--- src/rtl/pio_pkg.sv ---
// package: selection codes, defaults and carrier structs for the connector line select
package pio_pkg;

  // input line function codes
  typedef enum logic {
    PIO_IN_PTT  = 1'b0,
    PIO_IN_NONE = 1'b1
  } pio_in_sel_t;

  // output line function codes
  typedef enum logic [1:0] {
    PIO_OUT_ALARM   = 2'h0,
    PIO_OUT_SQUELCH = 2'h1,
    PIO_OUT_STATUS  = 2'h2,
    PIO_OUT_NONE    = 2'h3
  } pio_out_sel_t;

  // values after reset and after a restore-default request
  localparam pio_in_sel_t  PIO_IN_DEFAULT  = PIO_IN_PTT;
  localparam pio_out_sel_t PIO_OUT_DEFAULT = PIO_OUT_ALARM;

  // synchroniser depth for pin inputs
  localparam int unsigned PIO_SYNC_STAGES = 2;

  // a pair of selections
  typedef struct packed {
    pio_in_sel_t  in_sel;
    pio_out_sel_t out_sel;
  } pio_sel_t;

  // configuration user interface commands
  typedef struct packed {
    logic     load;     // place a pending selection
    logic     dflt;     // place the defaults as pending
    logic     confirm;  // adopt the pending selection
    logic     cancel;   // drop the pending selection
    pio_sel_t sel;
  } pio_cmd_t;

  // connector pin levels seen by the block
  typedef struct packed {
    logic prog_in;
    logic ptt_in;
  } pio_pins_t;

endpackage : pio_pkg

--- src/rtl/pio_sync.sv ---
// two flip-flop synchroniser for a group of pin levels
`timescale 1ns/1ps
`default_nettype none
module pio_sync
  import pio_pkg::*;
#(
  parameter int unsigned W = 2
) (
  // clock and reset
  input  wire logic         clk_sys,
  input  wire logic         rst_b,
  // levels
  input  wire logic [W-1:0] async_i,
  output var  logic [W-1:0] sync_o
);

  logic [W-1:0] meta_q;
  logic [W-1:0] meta_d;
  logic [W-1:0] sync_q;
  logic [W-1:0] sync_d;

  always_comb begin
    meta_d = async_i;
    sync_d = meta_q;
  end

  always_ff @(posedge clk_sys or negedge rst_b) begin
    if (!rst_b) begin
      meta_q <= '0;
      sync_q <= '0;
    end else begin
      meta_q <= meta_d;
      sync_q <= sync_d;
    end
  end

  assign sync_o = sync_q;

endmodule : pio_sync
`default_nettype wire

--- src/rtl/pio_line_select.sv ---
// programmable connector input and output line function select
//
// Operation
// RULE_01: there is one programmable input line and one programmable output line, each with its own selection.
// RULE_02: the input selection is either push-to-talk source or unassigned.
// RULE_03: with push-to-talk chosen, the programmable input or the dedicated push-to-talk input requests push-to-talk.
// RULE_04: with unassigned chosen, the programmable input is ignored by every internal function.
// RULE_05: the input default is push-to-talk and a restore-default request loads it.
// RULE_06: the output selection is alarm, squelch, error status or unassigned.
// RULE_07: with alarm chosen, the output carries the alarm relay control signal.
// RULE_08: with squelch chosen, the output carries the dedicated squelch output signal.
// RULE_09: with status chosen, the open-collector output is active while no internal error is flagged.
// RULE_10: with unassigned chosen, the output is connected to nothing and stays inactive.
// RULE_11: the output default is alarm and a restore-default request loads it.
// RULE_12: a pending selection becomes active only on confirm; cancel discards it and keeps the old one.
// RULE_13: routing follows a confirmed change within one clock and reset loads both defaults.
`timescale 1ns/1ps
`default_nettype none
module pio_line_select
  import pio_pkg::*;
(
  // clock and reset
  input  wire logic      clk_sys,
  input  wire logic      rst_b,
  // configuration user interface
  input  wire pio_cmd_t  cmd,
  output var  pio_sel_t  active_sel,
  output var  pio_sel_t  pending_sel,
  output var  logic      pending_valid,
  // connector pins
  input  wire pio_pins_t pins,
  output var  logic      prog_out_o,
  output var  logic      prog_out_oe_b,
  // internal functions
  input  wire logic      alarm_relay,
  input  wire logic      squelch_out,
  input  wire logic      error_flag,
  output var  logic      push_to_talk_request
);

  pio_sel_t  act_q;
  pio_sel_t  act_d;
  pio_sel_t  pend_q;
  pio_sel_t  pend_d;
  logic      pvld_q;
  logic      pvld_d;
  logic      ptt_q;
  logic      ptt_d;
  logic      out_q;
  logic      out_d;
  pio_pins_t pins_s;

  // command decode, one-hot in priority order
  typedef enum logic [4:0] {
    CMD_IDLE    = 5'b00001,
    CMD_LOAD    = 5'b00010,
    CMD_DFLT    = 5'b00100,
    CMD_CONFIRM = 5'b01000,
    CMD_CANCEL  = 5'b10000
  } pio_cmd_kind_t;

  pio_cmd_kind_t kind;

  // pin levels pass two flip-flops before use
  pio_sync #(
    .W (2)
  ) u_sync (
    .clk_sys (clk_sys),
    .rst_b   (rst_b),
    .async_i (pins),
    .sync_o  (pins_s)
  );

  // default pair
  function automatic pio_sel_t dflt_sel();
    pio_sel_t s;
    s.in_sel  = PIO_IN_DEFAULT;                     // see RULE_05
    s.out_sel = PIO_OUT_DEFAULT;                    // see RULE_11
    return s;
  endfunction : dflt_sel

  // cancel wins over confirm, confirm over default, default over load
  function automatic pio_cmd_kind_t cmd_kind(input pio_cmd_t c);
    pio_cmd_kind_t k;
    k = CMD_IDLE;
    if (c.cancel) begin
      k = CMD_CANCEL;
    end else if (c.confirm) begin
      k = CMD_CONFIRM;
    end else if (c.dflt) begin
      k = CMD_DFLT;
    end else if (c.load) begin
      k = CMD_LOAD;
    end
    return k;
  endfunction : cmd_kind

  // push-to-talk request from the dedicated and programmable inputs
  function automatic logic in_route(
    input pio_in_sel_t s,
    input pio_pins_t   p
  );
    logic r;
    r = p.ptt_in;
    unique case (s)
      PIO_IN_PTT: begin
        r = p.ptt_in | p.prog_in;                   // see RULE_02 see RULE_03
      end
      PIO_IN_NONE: begin
        r = p.ptt_in;                               // see RULE_04
      end
    endcase
    return r;
  endfunction : in_route

  // level to show on the programmable output, high means pulling
  function automatic logic out_route(
    input pio_out_sel_t s,
    input logic         alarm,
    input logic         squelch,
    input logic         err
  );
    logic r;
    r = 1'b0;
    unique case (s)
      PIO_OUT_ALARM: begin
        r = alarm;                                  // see RULE_06 see RULE_07
      end
      PIO_OUT_SQUELCH: begin
        r = squelch;                                // see RULE_08
      end
      PIO_OUT_STATUS: begin
        r = ~err;                                   // see RULE_09
      end
      PIO_OUT_NONE: begin
        r = 1'b0;                                   // see RULE_10
      end
    endcase
    return r;
  endfunction : out_route

  // pending and active selections
  always_comb begin
    act_d  = act_q;
    pend_d = pend_q;
    pvld_d = pvld_q;
    kind   = cmd_kind(cmd);
    unique case (kind)
      CMD_CANCEL: begin
        pend_d = act_q;                             // see RULE_12
        pvld_d = 1'b0;
      end
      CMD_CONFIRM: begin
        if (pvld_q) begin
          act_d = pend_q;                           // see RULE_12
        end
        pvld_d = 1'b0;
      end
      CMD_DFLT: begin
        pend_d = dflt_sel();                        // see RULE_05 see RULE_11
        pvld_d = 1'b1;
      end
      CMD_LOAD: begin
        pend_d = cmd.sel;                           // see RULE_01
        pvld_d = 1'b1;
      end
      CMD_IDLE: begin
        pvld_d = pvld_q;
      end
    endcase
  end

  always_ff @(posedge clk_sys or negedge rst_b) begin
    if (!rst_b) begin
      act_q  <= '{in_sel: PIO_IN_DEFAULT, out_sel: PIO_OUT_DEFAULT}; // see RULE_13
      pend_q <= '{in_sel: PIO_IN_DEFAULT, out_sel: PIO_OUT_DEFAULT};
      pvld_q <= 1'b0;
    end else begin
      act_q  <= act_d;
      pend_q <= pend_d;
      pvld_q <= pvld_d;
    end
  end

  // input line routing
  always_comb begin
    ptt_d = in_route(act_q.in_sel, pins_s);
  end

  always_ff @(posedge clk_sys or negedge rst_b) begin
    if (!rst_b) begin
      ptt_q <= 1'b0;
    end else begin
      ptt_q <= ptt_d;
    end
  end

  // output line routing, follows the active selection one clock later
  always_comb begin
    out_d = out_route(act_q.out_sel, alarm_relay, squelch_out, error_flag);
  end

  always_ff @(posedge clk_sys or negedge rst_b) begin
    if (!rst_b) begin
      out_q <= 1'b0;
    end else begin
      out_q <= out_d;                               // see RULE_13
    end
  end

  // open collector: pulls low while active, enable low while driving
  assign prog_out_o           = 1'b0;
  assign prog_out_oe_b        = ~out_q;
  assign push_to_talk_request = ptt_q;
  // configuration state seen by the user interface
  assign active_sel           = act_q;
  assign pending_sel          = pend_q;
  assign pending_valid        = pvld_q;

endmodule : pio_line_select
`default_nettype wire

--- config.mk ---
export PLATFORM = sky130hd
export DESIGN_NAME = pio_line_select
export DESIGN_NICKNAME = d
export VERILOG_FILES = /design/src/rtl/pio_pkg.sv /design/src/rtl/pio_sync.sv /design/src/rtl/pio_line_select.sv
export SDC_FILE = /design/constraint.sdc
export NUM_CORES = 1
export LEC_CHECK = 0
export BUFFER_PORTS_ARGS = -buffer_cell sky130_fd_sc_hd__buf_2
export CORE_MARGIN = 8
export CORE_UTILIZATION = 40
export DETAILED_ROUTE_END_ITERATION = 12
export GPL_TIMING_DRIVEN = 0
export PLACE_DENSITY = 0.67
export SYNTH_ARGS = -nofsm -noshare
export SYNTH_HDL_FRONTEND = slang
export SYNTH_SLANG_ARGS = --single-unit
export TNS_END_PERCENT = 30
--- constraint.sdc ---
create_clock -name clk_sys -period 1.15 [get_ports clk_sys]
set_clock_uncertainty 0.05 [all_clocks]
set_input_delay 0.115 -clock clk_sys [delete_from_list [all_inputs] [get_ports clk_sys]]
set_output_delay 0.115 -clock clk_sys [all_outputs]
set_load 0.005 [all_outputs]
==> results.json, run 1 <==
{
  "antenna_left": 0,
  "clockBufferDepth": 2,
  "coreArea_mm2": 0.001269,
  "dp.final_hpwl_um": 833.1,
  "cts.htree.levels": 1,
  "clock-sinks": 13,
  "area_growth_pct": 34.99,
  "tns_ps": 0,
  "nNetsFinal": 86,
  "clkLatencyLatePin_ps": 270,
  "wl_um": 1103,
  "fill_cells": 110,
  "grt_usage_pct": 9.258,
  "cp_slowest_cell": "dfrtp_1",
  "hold_start": "cmd[1]",
  "hp-class": "in2reg",
  "leakage_nw": 0.3570,
  "start_util_pct": 41.72,
  "power_density_mw_per_mm2": 1654,
  "die_w_um": 52.38,
  "postCtsSetupBuffers": 0,
  "cts_resized": 0,
  "final_common_cell": "buf_2",
  "final_cell_mix": "buf_2, dfrtp_1",
  "ys_warn_count": 0,
  "yosysSeqAreaShare_pct": 61.47,
  "hold_viol_final": 0,
  "max_freq_ghz": 0.9808,
  "cts_tree": "done",
  "worst-endpoint-required_ps": 1260,
  "r2r-end": "active_sel[1]",
  "overflow": 0,
  "grt_max_degree": 14,
  "holdBufCountCts": 3,
  "clockRootBuffer": "clkbuf_4",
  "holdPathEnd": "pending_sel[1]",
  "clk_pin_slew_ps": 80,
  "syn_nets": 56,
  "placedCellCount": 79,
  "synthCells": 42,
  "placementRows": 13,
  "max-vdd-ir-drop_v": 0.001089,
  "fin_crit_ps": 1020,
  "worstRegToRegCells": 2,
  "layout.cells.non_filler": 86,
  "start_kind": "flop",
  "wire_per_inst_um": 12.83,
  "rsz0062_at_grt": "no",
  "drt_iter0_drc": 2,
  "numCtsBuffers": 3,
  "synth_cell_types": 19,
  "ys_ff_latch": 13,
  "status": "complete, no violations",
  "ioPinCount": 24,
  "synth_area_per_cell_um2": 12.60,
  "arrival_ps": 1130,
  "r2r_slack_ps": 130,
  "dieHeight_um": 52.38,
  "rr_startpoint": "pending_valid",
  "critPathKind": "reg2reg",
  "grt_pass1_vias": 418,
  "drt-vias-per-instance": 4.791,
  "hold_depth": 3,
  "crit_chain": "nand3_2 > mux2_1",
  "dr.pass1.iters": 4,
  "drc_errors": 0,
  "vias": 412,
  "io_buffers": 22,
  "antennaDiodeCount": 0,
  "fin_util_pct": 56.31,
  "synthesis.area_um2": 529.3,
  "maxCapViolCount": 0,
  "place.gp.congestion": 0.7975,
  "antenna_found_initial": 0,
  "die_area_mm2": 0.002743,
  "crit_path_end_kind": "flop",
  "maxSlewViolCount": 0,
  "setup_viol_count_final": 0,
  "cp_max_fo": 3,
  "grt_pass1_wl_um": 1890,
  "fin_crit_sh_pct": 88.66,
  "drive_gt1_share_pct": 40.85,
  "max_stage_delay_ps": 400
}
## routing by layer
metal | GRT usage, % | share of wire, % | vias to the layer above
met1 | 9.983 | 40 | 192
met3 | 7.102 | 13 | 2
met4 | 2.586 | 0.54 | 0
met2 | 13.83 | 47 | 14
met5 | 0 | 0 | -
li1 | - | - | 204
## registers in the layout, summed over array words and instances, names as in the netlist
register / flops
active_sel: 3
pending_sel: 3
u_sync.meta_q: 2
u_sync.sync_o: 2
out_q: 1
pending_valid: 1
push_to_talk_request: 1
## synthesized netlist by cell type
library cell / count / area (um2)
inv_1: 3 / 11.26
conb_1: 1 / 3.750
a21o_1: 1 / 7.510
buf_4: 1 / 7.510
o22ai_1: 3 / 18.77
nand2_1: 3 / 11.26
nand3b_1: 1 / 7.510
o21ai_1: 1 / 5.000
mux2i_1: 1 / 10.01
inv_2: 1 / 3.750
a2bb2oi_1: 3 / 26.28
o21ai_0: 1 / 5.000
dfrtp_1: 13 / 325.3
nor4b_4: 1 / 23.77
mux2_1: 3 / 33.78
nor2_1: 2 / 7.510
nand3_2: 1 / 10.01
or2_1: 1 / 6.260
nor3_1: 1 / 5.000
## cells by family after synthesis
logic type      share of synthesized area, %
other cells                           0.7085
mux                                    8.274
flops                                  61.47
compound gates                         11.82
buf+inv                                4.255
simple gates                           13.48
## per-stage QoR
step | hold WS, ps | instance area, um2 | setup slack, ps | total power (W)
finish | 24.41 | 714.4 | 130.4 | 0.001181
global route | 20.76 | 714.4 | 81.54 | 0.001269
CTS | 29.15 | 714.4 | 111.8 | 0.001200
detailed placement | -37.17 | 658.1 | 119.0 | 0.0009200
global placement | -34.83 | 658.1 | 150.1 | 0.0009115
floorplan | -230.6 | 529.3 | 175.0 | 0.0007599
## power breakdown
part,leakage (nW),internal (W),switching [W]
Combinational,0.188,0.000166,0.000117
Sequential,0.154,0.000553,0.0000764
Clock,0.0150,0.000134,0.000135
Total,0.357,0.000853,0.000328
## final cells by class
cell class / count / area [um2] / share of cell area (%)
inverter: 4 / 15.01 / 2.102
sequential: 13 / 325.3 / 45.53
timing repair buffer: 25 / 140.1 / 19.61
multi-input combinational: 24 / 181.4 / 25.39
tap: 15 / 18.77 / 2.627
buffer: 1 / 7.507 / 1.051
clock buffer: 4 / 26.28 / 3.678
## critical path, delay by kind of cell, from the launching register on
family	cells	cell delay, ps
flops	1	400
mux	1	340
simple gates	1	120
## worst max-delay path by stage
stage | startpoint | endpoint | depth (start not counted)
floorplan | pending_valid | active_sel[1] | 2
global placement | pending_valid | active_sel[2] | 2
detailed placement | pending_valid | active_sel[1] | 2
CTS | pending_valid | active_sel[1] | 2
global route | pending_valid | active_sel[0] | 2
finish | pending_valid | active_sel[1] | 2
Note: power is estimated with default switching activity, not from simulation.
==> inputs of run 2 (changes only) <==
- REMOVE_ABC_BUFFERS: not set -> 1
==> results.json, run 2 (same netlist as run 1, synthesis figures left out) <==
{
  "wire_per_inst_um": 12.72,
  "final_cell_mix": "buf_2, dfrtp_1",
  "cts.htree.levels": 1,
  "max_freq_ghz": 0.9937,
  "wl_um": 1081,
  "critPathKind": "reg2out",
  "tns_ps": 0,
  "place.gp.congestion": 0.7559,
  "seq_area_um2": 325.3,
  "grt_pass1_vias": 427,
  "fin_crit_sh_pct": 87.50,
  "hold_viol_final": 0,
  "post-place-ws_ps": 154.1,
  "worstRegToRegCells": 2,
  "placementRows": 13,
  "max_stage_delay_ps": 430,
  "cp_slowest_cell": "dfrtp_1",
  "coreArea_mm2": 0.001269,
  "clkLatencyLatePin_ps": 270,
  "met3WireLength_um": 114,
  "clockBufferDepth": 2,
  "worst-endpoint-required_ps": 990,
  "leakage_nw": 0.3516,
  "cp_max_fo": 5,
  "grt_max_degree": 14,
  "route.met2.wl_um": 495,
  "crit_cells": 1,
  "dp.final_hpwl_um": 869,
  "antenna_found_initial": 0,
  "cts_tree": "done",
  "multi_input_area_um2": 181.4,
  "path_delay_family": "flip-flops",
  "dieHeight_um": 52.38,
  "drive_gt1_share_pct": 40.00,
  "nNetsFinal": 85,
  "r2r-end": "active_sel[1]",
  "crit_path_end_kind": "primary output",
  "met1_length_um": 471,
  "start_kind": "flop",
  "maxCapViolCount": 0,
  "hold_depth": 3,
  "ioPinCount": 24,
  "crit_chain": "buf_2",
  "fin_crit_ps": 1006,
  "status": "complete, no violations",
  "max-vdd-ir-drop_v": 0.001107,
  "path_buf_inv": 1,
  "fill_cells": 119,
  "final_common_cell": "buf_2",
  "hp-class": "in2reg",
  "area_growth_pct": 33.57,
  "clk_pin_slew_ps": 70,
  "setup_viol_count_final": 0,
  "dr.pass1.iters": 2,
  "holdPathEnd": "pending_sel[0]",
  "grt_usage_pct": 9.201,
  "io_buffers": 22,
  "start_util_pct": 41.72,
  "dr.max_layer_used": "met3",
  "antenna_left": 0,
  "clock-sinks": 13,
  "rr_startpoint": "pending_valid",
  "r2r_slack_ps": 160,
  "antennaDiodeCount": 0,
  "drt-vias-per-instance": 4.812,
  "drc_errors": 0,
  "arrival_ps": 840,
  "overflow": 0,
  "die_area_mm2": 0.002743,
  "numCtsBuffers": 3,
  "grt_pass1_wl_um": 1876,
  "drt_iter0_drc": 6,
  "hold_start": "cmd[0]",
  "rsz0062_at_grt": "no",
  "fin_util_pct": 55.72,
  "clockRootBuffer": "clkbuf_4",
  "die_w_um": 52.38,
  "vias": 409,
  "setup_slack_ps": 143.7,
  "power_density_mw_per_mm2": 1663,
  "maxSlewViolCount": 0,
  "postCtsSetupBuffers": 0
}
run 2: cell types whose count changed in the layout (fill, tap and decap cells not counted), sizes merged:
cell  change
buf       -1
run 2: final cells by class:
class	instances	share of cell area, %
timing repair buffer	25	19.82
tap	15	2.655
multi-input combinational	24	25.66
sequential	13	46.02
clock buffer	4	3.717
inverter	4	2.124
run 2: what timing repair did:
| action | CTS | global route |
|---|---|---|
| setup endpoints to repair | 0 | 0 |
| hold buffers | 3 | 0 |
| endpoints found under the hold margin | 15 | 0 |
| resized for setup | 0 | 0 |
run 2: worst reg2reg max path, stage by stage, from the launching register on:
cell and delay (ps):
dfrtp_1 400, nand3_2 110, mux2_1 320
run 2: how the worst max path moves through the flow:
stage / startpoint / end / slack [ps]
final: active_sel[1] / active_sel[1] / 140
after global routing: active_sel[1] / active_sel[1] / 80
after CTS: active_sel[1] / active_sel[1] / 130
after detailed placement: cmd[4] / pending_sel[1] / 150
after global placement: pending_valid / active_sel[1] / 160
after floorplan: pending_valid / active_sel[1] / 180
run 2: per-layer routing:
layer  track usage, %  vias to the layer above
li1                 -                      206
met1            10.48                      187
met2            13.83                       16
met3            5.966                        0
met4            2.586                        0
met5                0                        -
run 2: power by group:
| group | switching, W | internal, W |
|---|---|---|
| clock network | 0.000133 | 0.000134 |
| registers | 0.0000777 | 0.000553 |
| logic | 0.000114 | 0.000164 |
| total | 0.000324 | 0.000851 |
run 2: metrics by stage:
step	total power, W	hold WS (ps)	std cells	instance area (um2)
2_1_floorplan	0.0007574	-230.6	41	521.8
3_3_place_gp	0.0009121	-37.65	78	650.6
3_5_place_dp	0.0009187	-37.34	78	650.6
4_1_cts	0.001203	15.85	85	706.9
5_1_grt	0.001266	34.66	85	706.9
6_report	0.001175	24.92	85	706.9
